**src/usp_pkg.sv**
```systemverilog
// Purpose: Constants shared by the serial port control block
// Assumes: 8-bit register port, 100 MHz clock, external bit-rate tick at 16x bit rate
// Notes: Register offsets are local indices on the plain register port
package usp_pkg;
	// Register offsets
	localparam logic [2:0] ADDR_CONTROL = 3'h0;
	localparam logic [2:0] ADDR_DATA = 3'h1;
	localparam logic [2:0] ADDR_IRQ_STATUS = 3'h2;
	localparam logic [2:0] ADDR_IRQ_MASK = 3'h3;
	// Control register field positions
	localparam int BIT_FORMAT = 7;
	localparam int BIT_RESERVED = 6;
	localparam int BIT_MCE = 5;
	localparam int BIT_RX_EN = 4;
	localparam int BIT_TX9 = 3;
	localparam int BIT_RX9 = 2;
	localparam int BIT_TX_DONE = 1;
	localparam int BIT_RX_DONE = 0;
	// Control register reset value (reserved bit reads one)
	localparam logic [7:0] CONTROL_RESET = 8'h40;
	localparam logic [7:0] DATA_RESET = 8'h00;
	// Interrupt status layout
	localparam int IRQ_TX = 0;
	localparam int IRQ_RX = 1;
	localparam logic [1:0] IRQ_RESET = 2'h0;
	// Oversampling: ticks per bit and centre sample point
	localparam logic [3:0] TICKS_PER_BIT = 4'hF;
	localparam logic [3:0] TICK_CENTRE = 4'h7;
	localparam logic [3:0] BITS_8 = 4'h8;
	localparam logic [3:0] BITS_9 = 4'h9;
	localparam logic [3:0] COUNT_ZERO = 4'h0;
	// Shared state encoding
	typedef enum logic [2:0] {
		ST_IDLE = 3'b000,
		ST_START = 3'b001,
		ST_DATA = 3'b010,
		ST_STOP = 3'b011,
		ST_DONE = 3'b100
	} usp_state_e;
endpackage : usp_pkg

```
**src/usp_serial_port.sv**
```systemverilog
// Purpose: Control, status and shift logic of an asynchronous serial port
// Assumes: tick_i pulses at 16x the bit rate, register port reads with one cycle latency
// Notes: Frame is start, 8 data LSB first, optional ninth bit, stop
//
// Chosen here: strobed register access and the address map.
module usp_serial_port (
	// Clock, reset, enable
	input wire logic clock_i,
	input wire logic rst_i,
	input wire logic clk_en_i,
	// Bit-rate tick from timer overflow
	input wire logic tick_i,
	// Register port
	input wire logic [2:0] addr_i,
	input wire logic [7:0] wdata_i,
	input wire logic wr_i,
	input wire logic rd_i,
	output logic [7:0] rdata_o,
	// Serial pins
	input wire logic rx_i,
	output logic tx_o,
	// Interrupt and status
	output logic irq_o,
	output logic tx_busy_o
);
	import usp_pkg::*;

	// Control fields
	logic frame_format_select;
	logic multidrop_check_enable;
	logic rx_enable;
	logic tx_ninth_bit;
	logic rx_ninth_bit;
	logic tx_done_flag;
	logic rx_done_flag;
	logic [7:0] rx_latch;
	logic [1:0] irq_status;
	logic [1:0] irq_mask;

	// Register map on the plain port, one byte per address:
	// Address 0 holds the control fields and both done flags
	// Address 1 writes start a transmit frame, reads return the receive latch
	// Address 2 is the sticky event status, write one to clear
	// Address 3 is the event mask, same layout as the status
	// Reads land one cycle after the strobe and read zero otherwise,
	// so a bus that ORs several slaves needs no extra gating.
	// The port never stalls the master; every access takes one cycle.

	// Register decode
	logic wr_ctrl, wr_data, wr_stat, wr_mask;
	assign wr_ctrl = wr_i && (addr_i == ADDR_CONTROL);
	assign wr_data = wr_i && (addr_i == ADDR_DATA);
	assign wr_stat = wr_i && (addr_i == ADDR_IRQ_STATUS);
	assign wr_mask = wr_i && (addr_i == ADDR_IRQ_MASK);

	// Transmit state
	usp_state_e tx_state;
	logic [3:0] tx_tick_cnt;
	logic [3:0] tx_bit_cnt;
	logic [8:0] tx_shift;
	logic tx_set_done;

	// Receive state
	usp_state_e rx_state;
	logic [3:0] rx_tick_cnt;
	logic [3:0] rx_bit_cnt;
	logic [8:0] rx_shift;
	logic rx_accept;
	logic rx_checked;

	// Three-stage synchroniser on the receive pin; only stages 2 and 3 are read
	// The filtered level lags the pin by three to four cycles, far below
	// one bit, so the centre sample point is not disturbed.
	logic rx_s1, rx_s2, rx_s3, rx_level;
	// Previous filtered level; resets to the idle level so no false edge follows reset
	logic rx_prev;
	always_ff @(posedge clock_i) begin
		if (rst_i) begin
			rx_s1 <= 1'b1;
			rx_s2 <= 1'b1;
			rx_s3 <= 1'b1;
			rx_level <= 1'b1;
			rx_prev <= 1'b1;
		end else if (clk_en_i) begin
			rx_s1 <= rx_i;
			rx_s2 <= rx_s1;
			rx_s3 <= rx_s2;
			rx_prev <= rx_level;
			if (rx_s2 == rx_s3) begin
				rx_level <= rx_s3; // Change counts once stages agree
			end
		end
	end

	// Control register; reserved bit held at its reset value
	always_ff @(posedge clock_i) begin
		if (rst_i) begin
			frame_format_select <= 1'b0;
			multidrop_check_enable <= 1'b0;
			rx_enable <= 1'b0;
			tx_ninth_bit <= 1'b0;
		end else if (clk_en_i && wr_ctrl) begin
			frame_format_select <= wdata_i[BIT_FORMAT];
			multidrop_check_enable <= wdata_i[BIT_MCE];
			rx_enable <= wdata_i[BIT_RX_EN];
			tx_ninth_bit <= wdata_i[BIT_TX9];
		end
	end

	// Transmit done flag: hardware set wins over a software write
	always_ff @(posedge clock_i) begin
		if (rst_i) begin
			tx_done_flag <= 1'b0;
		end else if (clk_en_i) begin
			if (tx_set_done) begin
				tx_done_flag <= 1'b1;
			end else if (wr_ctrl) begin
				tx_done_flag <= wdata_i[BIT_TX_DONE];
			end
		end
	end

	// Receive done flag, ninth bit and latch
	always_ff @(posedge clock_i) begin
		if (rst_i) begin
			rx_done_flag <= 1'b0;
			rx_ninth_bit <= 1'b0;
			rx_latch <= DATA_RESET;
		end else if (clk_en_i) begin
			if (rx_accept) begin
				rx_done_flag <= 1'b1;
				rx_ninth_bit <= rx_checked;
				rx_latch <= rx_shift[7:0];
			end else if (wr_ctrl) begin
				rx_done_flag <= wdata_i[BIT_RX_DONE];
				rx_ninth_bit <= wdata_i[BIT_RX9];
			end
		end
	end

	// Interrupt status: set wins over write-one-to-clear
	always_ff @(posedge clock_i) begin
		if (rst_i) begin
			irq_status <= IRQ_RESET;
			irq_mask <= IRQ_RESET;
		end else if (clk_en_i) begin
			irq_status[IRQ_TX] <= tx_set_done | (irq_status[IRQ_TX] & ~(wr_stat & wdata_i[IRQ_TX]));
			irq_status[IRQ_RX] <= rx_accept | (irq_status[IRQ_RX] & ~(wr_stat & wdata_i[IRQ_RX]));
			if (wr_mask) begin
				irq_mask <= wdata_i[1:0];
			end
		end
	end

	// Pending request while a status bit or the transmit done flag is still up and its source is enabled
	assign irq_o = |(irq_status & irq_mask) | (tx_done_flag & irq_mask[IRQ_TX]);

	// Read data, one cycle after the strobe; unmapped reads return zero
	always_ff @(posedge clock_i) begin
		if (rst_i) begin
			rdata_o <= DATA_RESET;
		end else if (clk_en_i) begin
			rdata_o <= DATA_RESET;
			if (rd_i) begin
				case (addr_i)
					ADDR_CONTROL: rdata_o <= {frame_format_select, CONTROL_RESET[BIT_RESERVED],
						multidrop_check_enable, rx_enable, tx_ninth_bit, rx_ninth_bit,
						tx_done_flag, rx_done_flag};
					ADDR_DATA: rdata_o <= rx_latch;
					ADDR_IRQ_STATUS: rdata_o <= {6'h00, irq_status};
					ADDR_IRQ_MASK: rdata_o <= {6'h00, irq_mask};
					default: rdata_o <= DATA_RESET;
				endcase
			end
		end
	end

	// Transmit timing, counted in ticks of the external bit-rate tick:
	// The start bit goes out the cycle after the data write, before any tick,
	// so the first bit may be up to one tick shorter than sixteen.
	// Each data bit then stands for a full sixteen ticks.
	// The done flag rises as the stop bit begins in both formats; in the
	// eight-bit format that is the moment the eighth data bit ends.
	// Busy stays high through the stop bit so a new write cannot clip it.
	// The ninth bit is captured with the byte, so changing the control
	// during a frame does not alter the ninth bit already on the line.
	// Transmitter; a write during a frame is ignored, software waits for the flag
	assign tx_busy_o = (tx_state != ST_IDLE);
	always_ff @(posedge clock_i) begin
		if (rst_i) begin
			tx_state <= ST_IDLE;
			tx_tick_cnt <= COUNT_ZERO;
			tx_bit_cnt <= COUNT_ZERO;
			tx_shift <= 9'h1FF;
			tx_o <= 1'b1;
			tx_set_done <= 1'b0;
		end else if (clk_en_i) begin
			tx_set_done <= 1'b0;
			case (tx_state)
				ST_IDLE: begin
					tx_o <= 1'b1;
					if (wr_data) begin
						tx_shift <= {tx_ninth_bit, wdata_i};
						tx_state <= ST_START;
						tx_tick_cnt <= COUNT_ZERO;
						tx_o <= 1'b0;
					end
				end
				ST_START: begin
					if (tick_i) begin
						tx_tick_cnt <= tx_tick_cnt + 4'h1;
						if (tx_tick_cnt == TICKS_PER_BIT) begin
							tx_state <= ST_DATA;
							tx_bit_cnt <= COUNT_ZERO;
							tx_o <= tx_shift[0];
						end
					end
				end
				ST_DATA: begin
					if (tick_i) begin
						tx_tick_cnt <= tx_tick_cnt + 4'h1;
						if (tx_tick_cnt == TICKS_PER_BIT) begin
							tx_bit_cnt <= tx_bit_cnt + 4'h1;
							tx_shift <= {1'b1, tx_shift[8:1]};
							// Nine-bit sends one more bit; eight-bit ignores the ninth
							if (tx_bit_cnt == (frame_format_select ? BITS_8 : BITS_8 - 4'h1)) begin
								tx_state <= ST_STOP;
								tx_o <= 1'b1;
								tx_set_done <= 1'b1;
							end else begin
								tx_o <= tx_shift[1];
							end
						end
					end
				end
				ST_STOP: begin
					if (tick_i) begin
						tx_tick_cnt <= tx_tick_cnt + 4'h1;
						if (tx_tick_cnt == TICKS_PER_BIT) begin
							tx_state <= ST_IDLE;
						end
					end
				end
				default: tx_state <= ST_IDLE;
			endcase
		end
	end

	// Receive timing:
	// A frame starts only on a falling edge of the filtered line. A plain
	// low level is not enough: a frame whose stop bit is low leaves the line
	// low after the stop sample, and a level test would take that tail for
	// a new start bit and shift in a phantom byte of zeros.
	// Half a bit after the edge the start bit is checked again; a high
	// level there is a glitch and the receiver returns to idle.
	// Every later sample sits a whole bit after the previous one, at the
	// centre of the bit, which tolerates drift of almost half a bit.
	// The accept decision is made one cycle after the stop sample, when
	// the checked bit has settled in its own register.
	// Receiver: start on falling edge, sample at bit centre
	always_ff @(posedge clock_i) begin
		if (rst_i) begin
			rx_state <= ST_IDLE;
			rx_tick_cnt <= COUNT_ZERO;
			rx_bit_cnt <= COUNT_ZERO;
			rx_shift <= 9'h000;
			rx_accept <= 1'b0;
			rx_checked <= 1'b0;
		end else if (clk_en_i) begin
			rx_accept <= 1'b0;
			case (rx_state)
				ST_IDLE: begin
					if (rx_enable && rx_prev && !rx_level) begin
						rx_state <= ST_START;
						rx_tick_cnt <= COUNT_ZERO;
					end
				end
				ST_START: begin
					if (tick_i) begin
						rx_tick_cnt <= rx_tick_cnt + 4'h1;
						if (rx_tick_cnt == TICK_CENTRE) begin
							// False start on a glitch returns to idle
							rx_state <= rx_level ? ST_IDLE : ST_DATA;
							rx_tick_cnt <= COUNT_ZERO;
							rx_bit_cnt <= COUNT_ZERO;
						end
					end
				end
				ST_DATA: begin
					if (tick_i) begin
						rx_tick_cnt <= rx_tick_cnt + 4'h1;
						if (rx_tick_cnt == TICKS_PER_BIT) begin
							rx_bit_cnt <= rx_bit_cnt + 4'h1;
							rx_shift[rx_bit_cnt] <= rx_level;
							if (rx_bit_cnt == (frame_format_select ? BITS_8 : BITS_8 - 4'h1)) begin
								rx_state <= ST_STOP;
							end
						end
					end
				end
				ST_STOP: begin
					if (tick_i) begin
						rx_tick_cnt <= rx_tick_cnt + 4'h1;
						if (rx_tick_cnt == TICKS_PER_BIT) begin
							rx_state <= ST_DONE;
							// Eight-bit checks stop, nine-bit checks ninth
							rx_checked <= frame_format_select ? rx_shift[8] : rx_level;
						end
					end
				end
				ST_DONE: begin
					rx_state <= ST_IDLE;
					// Overrun: keep first byte while the flag is set
					rx_accept <= !rx_done_flag && (!multidrop_check_enable || rx_checked);
				end
				default: rx_state <= ST_IDLE;
			endcase
		end
	end
endmodule : usp_serial_port

```
**config.mk**
```make
export PLATFORM = sky130hd
export DESIGN_NAME = usp_serial_port
export DESIGN_NICKNAME = d
export VERILOG_FILES = /design/src/usp_pkg.sv /design/src/usp_serial_port.sv
export SDC_FILE = /design/constraint.sdc
export NUM_CORES = 1
export LEC_CHECK = 0
export BUFFER_PORTS_ARGS = -buffer_cell sky130_fd_sc_hd__buf_2
export CELL_PAD_IN_SITES_DETAIL_PLACEMENT = 0
export CELL_PAD_IN_SITES_GLOBAL_PLACEMENT = 2
export CORE_MARGIN = 2
export CORE_UTILIZATION = 27
export DETAILED_ROUTE_END_ITERATION = 8
export GPL_ROUTABILITY_DRIVEN = 1
export PLACE_DENSITY_LB_ADDON = 0.12
export SLEW_MARGIN = 30
export SYNTH_ARGS = -nofsm -noshare
export SYNTH_HDL_FRONTEND = slang
export SYNTH_SLANG_ARGS = --single-unit
```
**constraint.sdc**
```tcl
create_clock -name clock_i -period 1.7 [get_ports clock_i]
set_input_delay 0 -clock clock_i [delete_from_list [all_inputs] [get_ports clock_i]]
set_output_delay 0 -clock clock_i [all_outputs]
set_load 0.05 [all_outputs]
```
==> reports/summary.txt, run 1 <==
HP Start = wdata_i[2]
Switching pwr = 999 uW
Synthesis Warnings = 0
Syn_nets = 450
Initial core utilization = 27.6%
Tightest Hold Check Type = in2reg
Avg WL per Cell = 15.2 um
Yosys reg bits = 75
CTS root buf = clkbuf_16
Final worst path period need = 1.68 ns
Share of layout cells above drive strength 1 = 25.1%
Input/output buffers = 28
Vias in the first global route = 3228
RSZ-0062 raised after global routing = true
Total congestion overflow = 0
Avg Inst Size Synth = 8.65 um^2
Worst path top cell family by delay = simple AND/OR/NAND/NOR gates
DRT Pass-1 Iters = 4
GRT Util Overall = 15.2%
Setup crit start = rx_state[0]$_SDFFE_PP0P_
Die W = 120 um
CP endpoint kind = register
Worst-path fanout max = 15
DRT iter0 DRCs = 144
Leakage = 0.00196 uW
Die height = 120 um
Clock Sink Count = 75
Final core utilization = 36.6%
Critical Path AT = 1.91 ns
Die Footprint = 14400 um^2
# diodes = 0
Commonest non-fill, non-tap cell in the layout = dfxtp_1
H-tree depth = 3
Syn Std Cell Area = 3640 um^2
Synth area leader = dfxtp_1
Global-route wire length before repair = 17.0 mm
Worst r2r src = rx_state[0]$_SDFFE_PP0P_
Drc violations = 0
Status = complete, no violations
Nets = 515
Max Clock Freq = 595 MHz
PwrDens = 941 nW/um^2
Commonest non-fill, non-tap cells in the layout = dfxtp_1, nand2_1, nor2_1
Final hold vios = 0
Placed cell count = 642
GP Congestion = 0.733
Startpoint class of the critical path = register
Non-filler cells, final = 667
Clock Latency Late Sink = 0.34 ns
Antenna violations before repair = 0
Largest net degree at the start of global routing = 43
Clock network power share = 51.2%
Clock tree buffer depth = 2
DP HPWL = 7.22 mm
FP Rows = 42
TritonCTS Buffers = 9
Internal power = 3550 uW
Period utilization = 98.8%
Peak supply drop = 0.000432 V
Vias per cell = 4.83
Relative slew slack = 65.6%
Vias = 3223
ANT nets after route = 0
Syn Inst Count = 421
Critical path's largest stage delay = 0.40 ns
Core ar. = 13200 um^2
Net Sw Frac = 22.0%
Setup-failing EPs final = 0
Post-synth top area share = 41.2%
CP cell instances = or3b_4, a211oi_4, buf_12, nand4_1, mux2i_1, nor2_1
Worst path required time = 1.93 ns
Slew Viols, Final = 0
Final hold slack = 0.0260 ns
Number of enable flip-flop cells after synthesis = 0
Slowest CP cell = or3b_4
Sequential area share after synthesis = 41.2%
Top post-synthesis cells by area = dfxtp_1, mux2i_1, nand2_1
FFs w/ async S/R, synth = 0%
Distinct cells, synth = 54
CP Buf/Inv Count = 1
FILL cells = 1391
Max-Cap Viols = 0
Worst-Margin Slew = 0.514 ns
Critical path type = reg2reg
Main synth FF type = dfxtp_1
Synthesis-to-finish area growth = 32.5%
TritonCTS clock tree = built
Seq pwr share = 39.9%
Io pins = 29
Layout Skew = 0.00459 ns
Clk pin slew, worst setup/hold paths = 0.06 ns
Total wire length = 10.1 mm
Setup TNS Final = 0 ns
Logic pwr share = 8.9%
-- worst min-delay path: stages --
cell	delay (ns)
buf_2	0.11
mux2i_1	0.06
o211ai_1	0.16
-- through the flow --
stage / worst slack (ns) / power, uW / area [um^2]
after floorplan: -0.0379 / 2070 / 3690
after detailed placement: -0.0417 / 2230 / 4270
after global routing: -0.0927 / 4760 / 4830
after global placement: -0.0147 / 2230 / 4270
final: 0.0200 / 4550 / 4830
after CTS: -0.00123 / 4620 / 4720
-- registers in the layout (all words and copies together) (netlist names), 2 cells and up --
| name | flops |
|---|---|
| irq_mask | 2 |
| irq_status | 2 |
| rdata_o | 8 |
| rx_bit_cnt | 4 |
| rx_latch | 8 |
| rx_shift | 9 |
| rx_state | 3 |
| rx_tick_cnt | 4 |
| tx_bit_cnt | 4 |
| tx_shift | 9 |
| tx_state | 2 |
| tx_tick_cnt | 4 |
-- layer usage --
metal / wire length (um) / vias to the layer above / track usage [%]
li1: - / 1629 / -
met1: 5030 / 1545 / 20.1
met2: 4680 / 38 / 24.1
met3: 230 / 11 / 2.80
met4: 182 / 0 / 6.40
met5: 0 / - / 0
-- area by class of cell --
class	instances	area [um^2]	area share, %
repair buffers	76	562	11.6
well taps	176	220	4.56
flip-flops and latches	75	1520	31.4
clock inverters	5	125	2.59
inverters	15	62.6	1.30
clock buffers	11	233	4.82
multi-input cells	309	2110	43.7
-- synthesized netlist by cell type, types with 2 or more instances --
cell type,count
mux2_2,5
nand3_1,18
a211oi_1,3
nand4_1,8
mux4_2,2
xor2_1,2
a21oi_1,35
nor2b_1,2
nor2_1,51
o31ai_1,2
nor4b_1,2
nor3_1,6
and2_1,2
nand2b_1,3
nand4b_1,6
o21ai_0,10
a41oi_1,2
o21ai_1,2
buf_1,3
a31oi_1,3
a32oi_1,2
mux2i_1,36
inv_1,15
dfxtp_1,75
buf_6,2
and4_1,2
a22oi_1,4
clkbuf_1,16
o211ai_1,10
ha_1,11
nand2_1,53
and3b_1,2
nand3b_1,3
or2_2,2
and3_1,2
-- cell families after synthesis --
family                   Yosys count  synth area share (%)
adder cells (fa/ha/maj)           11                  3.78
AO/OA/AOI/OAI                     83                  14.6
multiplexers                      43                  12.7
AND/OR/NAND/NOR                  170                  23.0
buffers and inverters             37                  4.26
XOR/XNOR                           2                 0.481
flip-flops                        75                  41.2
-- final timing paths --
path,endpoint,slack [ns],cells past startpoint
worst max-delay path,rx_shift[8]$_SDFFE_PP0P_,0.02,6
worst min-delay path,tx_shift[2]$_SDFFE_PP1P_,0.03,3
worst max register to register,rx_shift[8]$_SDFFE_PP0P_,0.02,6
worst min register to register,rx_latch[6]$_SDFFE_PP0P_,0.45,2
-- power groups by stage --
stage | Sequential (uW) | Clock [uW] | Combinational, uW
floorplan | 1850 | 0 | 222
finish | 1810 | 2330 | 403
detailed placement | 1850 | 0 | 379
global route | 1820 | 2500 | 445
global placement | 1850 | 0 | 379
CTS | 1810 | 2410 | 395
-- timing repair --
item / 4_1_cts / 5_1_grt
gates cloned: 0 / 0
endpoints found under the hold margin: 8 / 0
resized for setup: 3 / 24
setup endpoints to repair: 13 / 34
setup buffers: 1 / 0
hold buffers: 8 / 0
pin swaps: 1 / 9
Power figures use the tool's default switching activity.
==> run 2, diff against run 1 <==
Settings changed: BUFFER_PORTS_ARGS -buffer_cell sky130_fd_sc_hd__buf_2 to -buffer_cell sky130_fd_sc_hd__buf_4, CORE_UTILIZATION 27 to 25.
==> reports/summary.txt, run 2 (same netlist as run 1, synthesis figures left out) <==
Slowest CP cell = or3b_4
Initial core utilization = 25.4%
Final core utilization = 34.2%
ANT nets after route = 0
Die W = 125 um
Worst-Margin Slew = 0.528 ns
RSZ-0062 raised after global routing = true
Commonest non-fill, non-tap cells in the layout = dfxtp_1, buf_4, nand2_1
Critical Path AT = 1.88 ns
Period utilization = 97.5%
# diodes = 0
Tightest Hold Check Type = in2reg
Clock Latency Late Sink = 0.34 ns
Status = complete, no violations
PwrDens = 884 nW/um^2
Vias in the first global route = 3329
Avg WL per Cell = 15.3 um
CP endpoint kind = register
CTS root buf = clkbuf_16
GRT Util Overall = 13.9%
Final hold vios = 0
H-tree depth = 3
Final hold slack = 0.00813 ns
Peak supply drop = 0.000444 V
Total wire length = 10.4 mm
Critical path's largest stage delay = 0.39 ns
DRT iter0 DRCs = 126
Max-Cap Viols = 0
TritonCTS Buffers = 9
CP cell instances = or3b_4, a211oi_4, buf_12, nand4b_1, mux2i_1, nor2_1
Share of layout cells above drive strength 1 = 26.5%
Clock Sink Count = 75
Layout Skew = 0.00566 ns
Worst path top cell family by delay = simple AND/OR/NAND/NOR gates
Largest net degree at the start of global routing = 39
Antenna violations before repair = 0
Setup-failing EPs final = 0
Clk pin slew, worst setup/hold paths = 0.06 ns
Vias per cell = 4.75
Global-route wire length before repair = 17.2 mm
Worst path required time = 1.92 ns
Hold Path Stages = 3
R2r endpoint = rx_shift[2]$_SDFFE_PP0P_
HP Start = wdata_i[2]
Vias = 3220
Drc violations = 0
Input/output buffers = 28
Critical path type = reg2reg
Worst-path fanout max = 14
Relative slew slack = 64.7%
CP Buf/Inv Count = 1
Io pins = 29
FP Rows = 44
DRT Pass-1 Iters = 4
GR Layer Usage met3 = 2.45%
Core ar. = 14400 um^2
Max Clock Freq = 603 MHz
Startpoint class of the critical path = register
DP HPWL = 7.17 mm
Total congestion overflow = 0
Busiest metal layer after global routing = met2
M1 GR Usage = 17.5%
GR Util met2 = 23.2%
Synthesis-to-finish area growth = 35.0%
TritonCTS clock tree = built
Clock tree buffer depth = 2
Worst r2r src = rx_state[0]$_SDFFE_PP0P_
Hold Path End = tx_shift[2]$_SDFFE_PP1P_
Slew Viols, Final = 0
Final worst path period need = 1.66 ns
GP Congestion = 0.731
Die Footprint = 15600 um^2
Biggest regs = rx_shift (9), tx_shift (9)
Leakage = 0.00196 uW
Nets = 518
Worst Reg-to-Reg Cells = 6
Flop2flop setup slack = 0.04 ns
Die height = 125 um
## run 2: changes by cell type in the layout (fill, tap and decap cells not counted), sizes merged
| cell | delta |
|---|---|
| dlygate4sd3 | +2 |
| clkbuf | +1 |
| clkinv | +1 |
| bufinv | -2 |
| buf | +1 |
## run 2: where the power goes
part / total, uW / internal, uW / switching, uW / leakage [uW]
Sequential: 1810 / 1780 / 26.8 / 0.000611
Clock: 2100 / 1330 / 769 / 0.000157
Combinational: 442 / 205 / 237 / 0.00120
Total: 4350 / 3320 / 1030 / 0.00196
## run 2: worst max-delay path by stage
| stage | start | endpoint | slack [ns] | depth (start not counted) |
|---|---|---|---|---|
| 2_1_floorplan | tx_state[1]$_SDFFE_PP0P_ | tx_shift[6]$_SDFFE_PP1P_ | -0.04 | 8 |
| 3_3_place_gp | tx_state[1]$_SDFFE_PP0P_ | tx_state[0]$_SDFFE_PP0P_ | -0.03 | 7 |
| 3_5_place_dp | rx_tick_cnt[0]$_SDFFE_PP0P_ | rx_tick_cnt[3]$_SDFFE_PP0P_ | -0.07 | 7 |
| 4_1_cts | tx_state[1]$_SDFFE_PP0P_ | tx_state[0]$_SDFFE_PP0P_ | 0.005 | 7 |
| 5_1_grt | rx_state[0]$_SDFFE_PP0P_ | rx_shift[2]$_SDFFE_PP0P_ | -0.05 | 6 |
| 6_report | rx_state[0]$_SDFFE_PP0P_ | rx_shift[2]$_SDFFE_PP0P_ | 0.04 | 6 |
## run 2: layout make-up
cell class                      instances  area, um^2
Multi-Input combinational cell        309        2150
Sequential cell                        75        1520
Clock buffer                           12         246
Clock inverter                          4        73.8
Timing Repair Buffer                   79         643
Inverter                               15        60.1
Fill cell                            1500        9450
Tap cell                              184         230
## run 2: worst min-delay path, delay by kind of cell
family	cells	cell delay (ns)
AO/OA/AOI/OAI	1	0.16
buffers and inverters	1	0.10
multiplexers	1	0.06
## run 2: timing repair
item,in CTS,in global routing
hold endpoints to repair,14,0
endpoints found under the setup margin,13,34
setup buffers,2,3
pin swaps,1,4
resized for setup,7,26
hold buffers,10,0
## run 2: per-stage QoR
| step | area [um^2] | total power [uW] | TNS (ns) | setup WS, ns | instances |
|---|---|---|---|---|---|
| 2_1_floorplan | 3690 | 2070 | -0.100 | -0.0379 | 421 |
| 3_3_place_gp | 4320 | 2240 | -0.0765 | -0.0336 | 647 |
| 3_5_place_dp | 4320 | 2240 | -0.175 | -0.0701 | 647 |
| 4_1_cts | 4780 | 4400 | 0 | 0.00512 | 675 |
| 5_1_grt | 4920 | 4530 | -0.209 | -0.0481 | 678 |
| 6_report | 4920 | 4350 | 0 | 0.0424 | 678 |
## run 2: layer usage
metal,vias to the layer above,wire length (um)
met1,1541,5010
met5,-,0
met2,31,4950
met4,0,204
met3,14,238
li1,1634,-
==> run 3, diff against run 2 <==
Settings changed: BUFFER_PORTS_ARGS -buffer_cell sky130_fd_sc_hd__buf_4 to -buffer_cell sky130_fd_sc_hd__buf_2.
==> reports/summary.txt, run 3 (same netlist as run 1, synthesis figures left out) <==
HP Start = rst_i
Critical path's largest stage delay = 0.48 ns
Final worst path period need = 1.72 ns
Die Footprint = 15600 um^2
DP HPWL = 7.42 mm
Antenna violations before repair = 0
Worst path required time = 1.97 ns
Layout Skew = 0.00438 ns
CTS root buf = clkbuf_16
Die height = 125 um
Drc violations = 0
CP Buf/Inv Count = 1
CP cell instances = buf_4, nor2_4, mux2i_2, or3_4, or4b_4, a21oi_2
GP Congestion = 0.715
Leakage = 0.00193 uW
ANT nets after route = 0
Vias per cell = 4.74
Die W = 125 um
PnR Total Power = 4100 uW
Total congestion overflow = 0
Initial core utilization = 25.4%
H-tree depth = 3
Worst-path fanout max = 5
Final hold slack = 0.0204 ns
Max Clock Freq = 580 MHz
Share of layout cells above drive strength 1 = 25.0%
Clock Sink Count = 75
Period utilization = 101%
Synthesis-to-finish area growth = 30.5%
Total wire length = 10.3 mm
Status = finished, violations left
GRT Util Overall = 13.9%
Worst r2r src = rx_state[1]$_SDFFE_PP0P_
R2r endpoint = rx_tick_cnt[2]$_SDFFE_PP0P_
Slew Viols, Final = 0
Flop2flop setup slack = -0.02 ns
Largest net degree at the start of global routing = 24
Hold Path End = rx_bit_cnt[0]$_SDFFE_PP0P_
Avg WL per Cell = 15.3 um
FILL cells = 1516
Commonest non-fill, non-tap cells in the layout = dfxtp_1, nand2_1, nor2_1
Relative slew slack = 65.4%
Io pins = 29
Setup-failing EPs final = 1
Clock Latency Late Sink = 0.34 ns
Vias = 3207
Slowest CP cell = or4b_4
FP Rows = 44
RSZ-0062 raised after global routing = true
TritonCTS clock tree = built
CP endpoint kind = register
Clk pin slew, worst setup/hold paths = 0.06 ns
Worst Reg-to-Reg Cells = 6
PwrDens = 863 nW/um^2
Final WS setup = -0.0244 ns
Tightest Hold Check Type = in2reg
Clock tree buffer depth = 2
# diodes = 0
Hold Path Stages = 2
Nets = 518
Input/output buffers = 28
DRT Pass-1 Iters = 4
Commonest non-fill, non-tap cell in the layout = dfxtp_1
Max-Cap Viols = 0
Startpoint class of the critical path = register
Biggest regs = rx_shift (9), tx_shift (9)
Final hold vios = 0
Violated checks = setup timing
Peak supply drop = 0.000550 V
Worst-Margin Slew = 0.518 ns
Vias in the first global route = 3288
Global-route wire length before repair = 17.5 mm
TritonCTS Buffers = 9
DRT iter0 DRCs = 179
Worst path top cell family by delay = simple AND/OR/NAND/NOR gates
Critical path type = reg2reg
Critical Path AT = 2.00 ns
Core ar. = 14400 um^2
[run 3: routing by layer]
| metal | routed length [um] | vias to the layer above | GRT usage [%] | share of wire, % |
|---|---|---|---|---|
| met3 | 269 | 14 | 2.41 | 2.6 |
| met4 | 167 | 0 | 5.35 | 1.6 |
| met5 | 0 | - | 0 | 0 |
| met1 | 5150 | 1512 | 18.7 | 50 |
| li1 | - | 1636 | - | - |
| met2 | 4730 | 45 | 22.3 | 46 |
[run 3: area by class of cell]
class / count / area (um^2) / share of cell area (%)
well taps: 184 / 230 / 4.84
inverters: 15 / 60.1 / 1.26
flip-flops and latches: 75 / 1520 / 31.9
multi-input cells: 309 / 2100 / 44.1
clock buffers: 11 / 243 / 5.10
repair buffers: 79 / 572 / 12.0
clock inverters: 3 / 40.0 / 0.842
[run 3: worst max-delay path by stage]
stage / start / endpoint / slack, ns / cells after the start
after floorplan: tx_state[1]$_SDFFE_PP0P_ / tx_shift[6]$_SDFFE_PP1P_ / -0.04 / 8
after global placement: rx_state[1]$_SDFFE_PP0P_ / rx_tick_cnt[2]$_SDFFE_PP0P_ / -0.02 / 6
after detailed placement: rx_state[1]$_SDFFE_PP0P_ / rx_tick_cnt[2]$_SDFFE_PP0P_ / -0.05 / 6
after CTS: rx_state[0]$_SDFFE_PP0P_ / rx_shift[8]$_SDFFE_PP0P_ / 0.001 / 6
after global routing: tx_tick_cnt[0]$_SDFFE_PP0P_ / tx_state[0]$_SDFFE_PP0P_ / -0.12 / 7
final: rx_state[1]$_SDFFE_PP0P_ / rx_tick_cnt[2]$_SDFFE_PP0P_ / -0.02 / 6
[run 3: where the power goes]
part / internal, uW / leakage [uW] / total, uW / switching, uW
clock: 1160 / 0.000141 / 1880 / 721
combinational: 187 / 0.00118 / 417 / 231
sequential: 1790 / 0.000609 / 1810 / 23.6
total: 3130 / 0.00193 / 4100 / 975
[run 3: stage by stage]
step | setup WS [ns] | TNS [ns] | util (%) | cells | area (um^2)
2_1_floorplan | -0.0379 | -0.100 | - | 421 | 3690
6_report | -0.0244 | -0.0244 | 33.1 | 676 | 4760
3_5_place_dp | -0.0536 | -0.139 | 29.8 | 651 | 4280
3_3_place_gp | -0.0227 | -0.0482 | 29.8 | 651 | 4280
5_1_grt | -0.117 | -0.672 | 33.1 | 676 | 4760
4_1_cts | 0.00111 | 0 | 32.4 | 675 | 4660
[run 3: timing repair]
action / 4_1_cts / 5_1_grt
endpoints found under the setup margin: 12 / 34
pin swaps: 2 / 5
buffers inserted: 2 / 1
resized for setup: 3 / 21
endpoints found under the hold margin: 8 / 0
hold buffers: 8 / 0
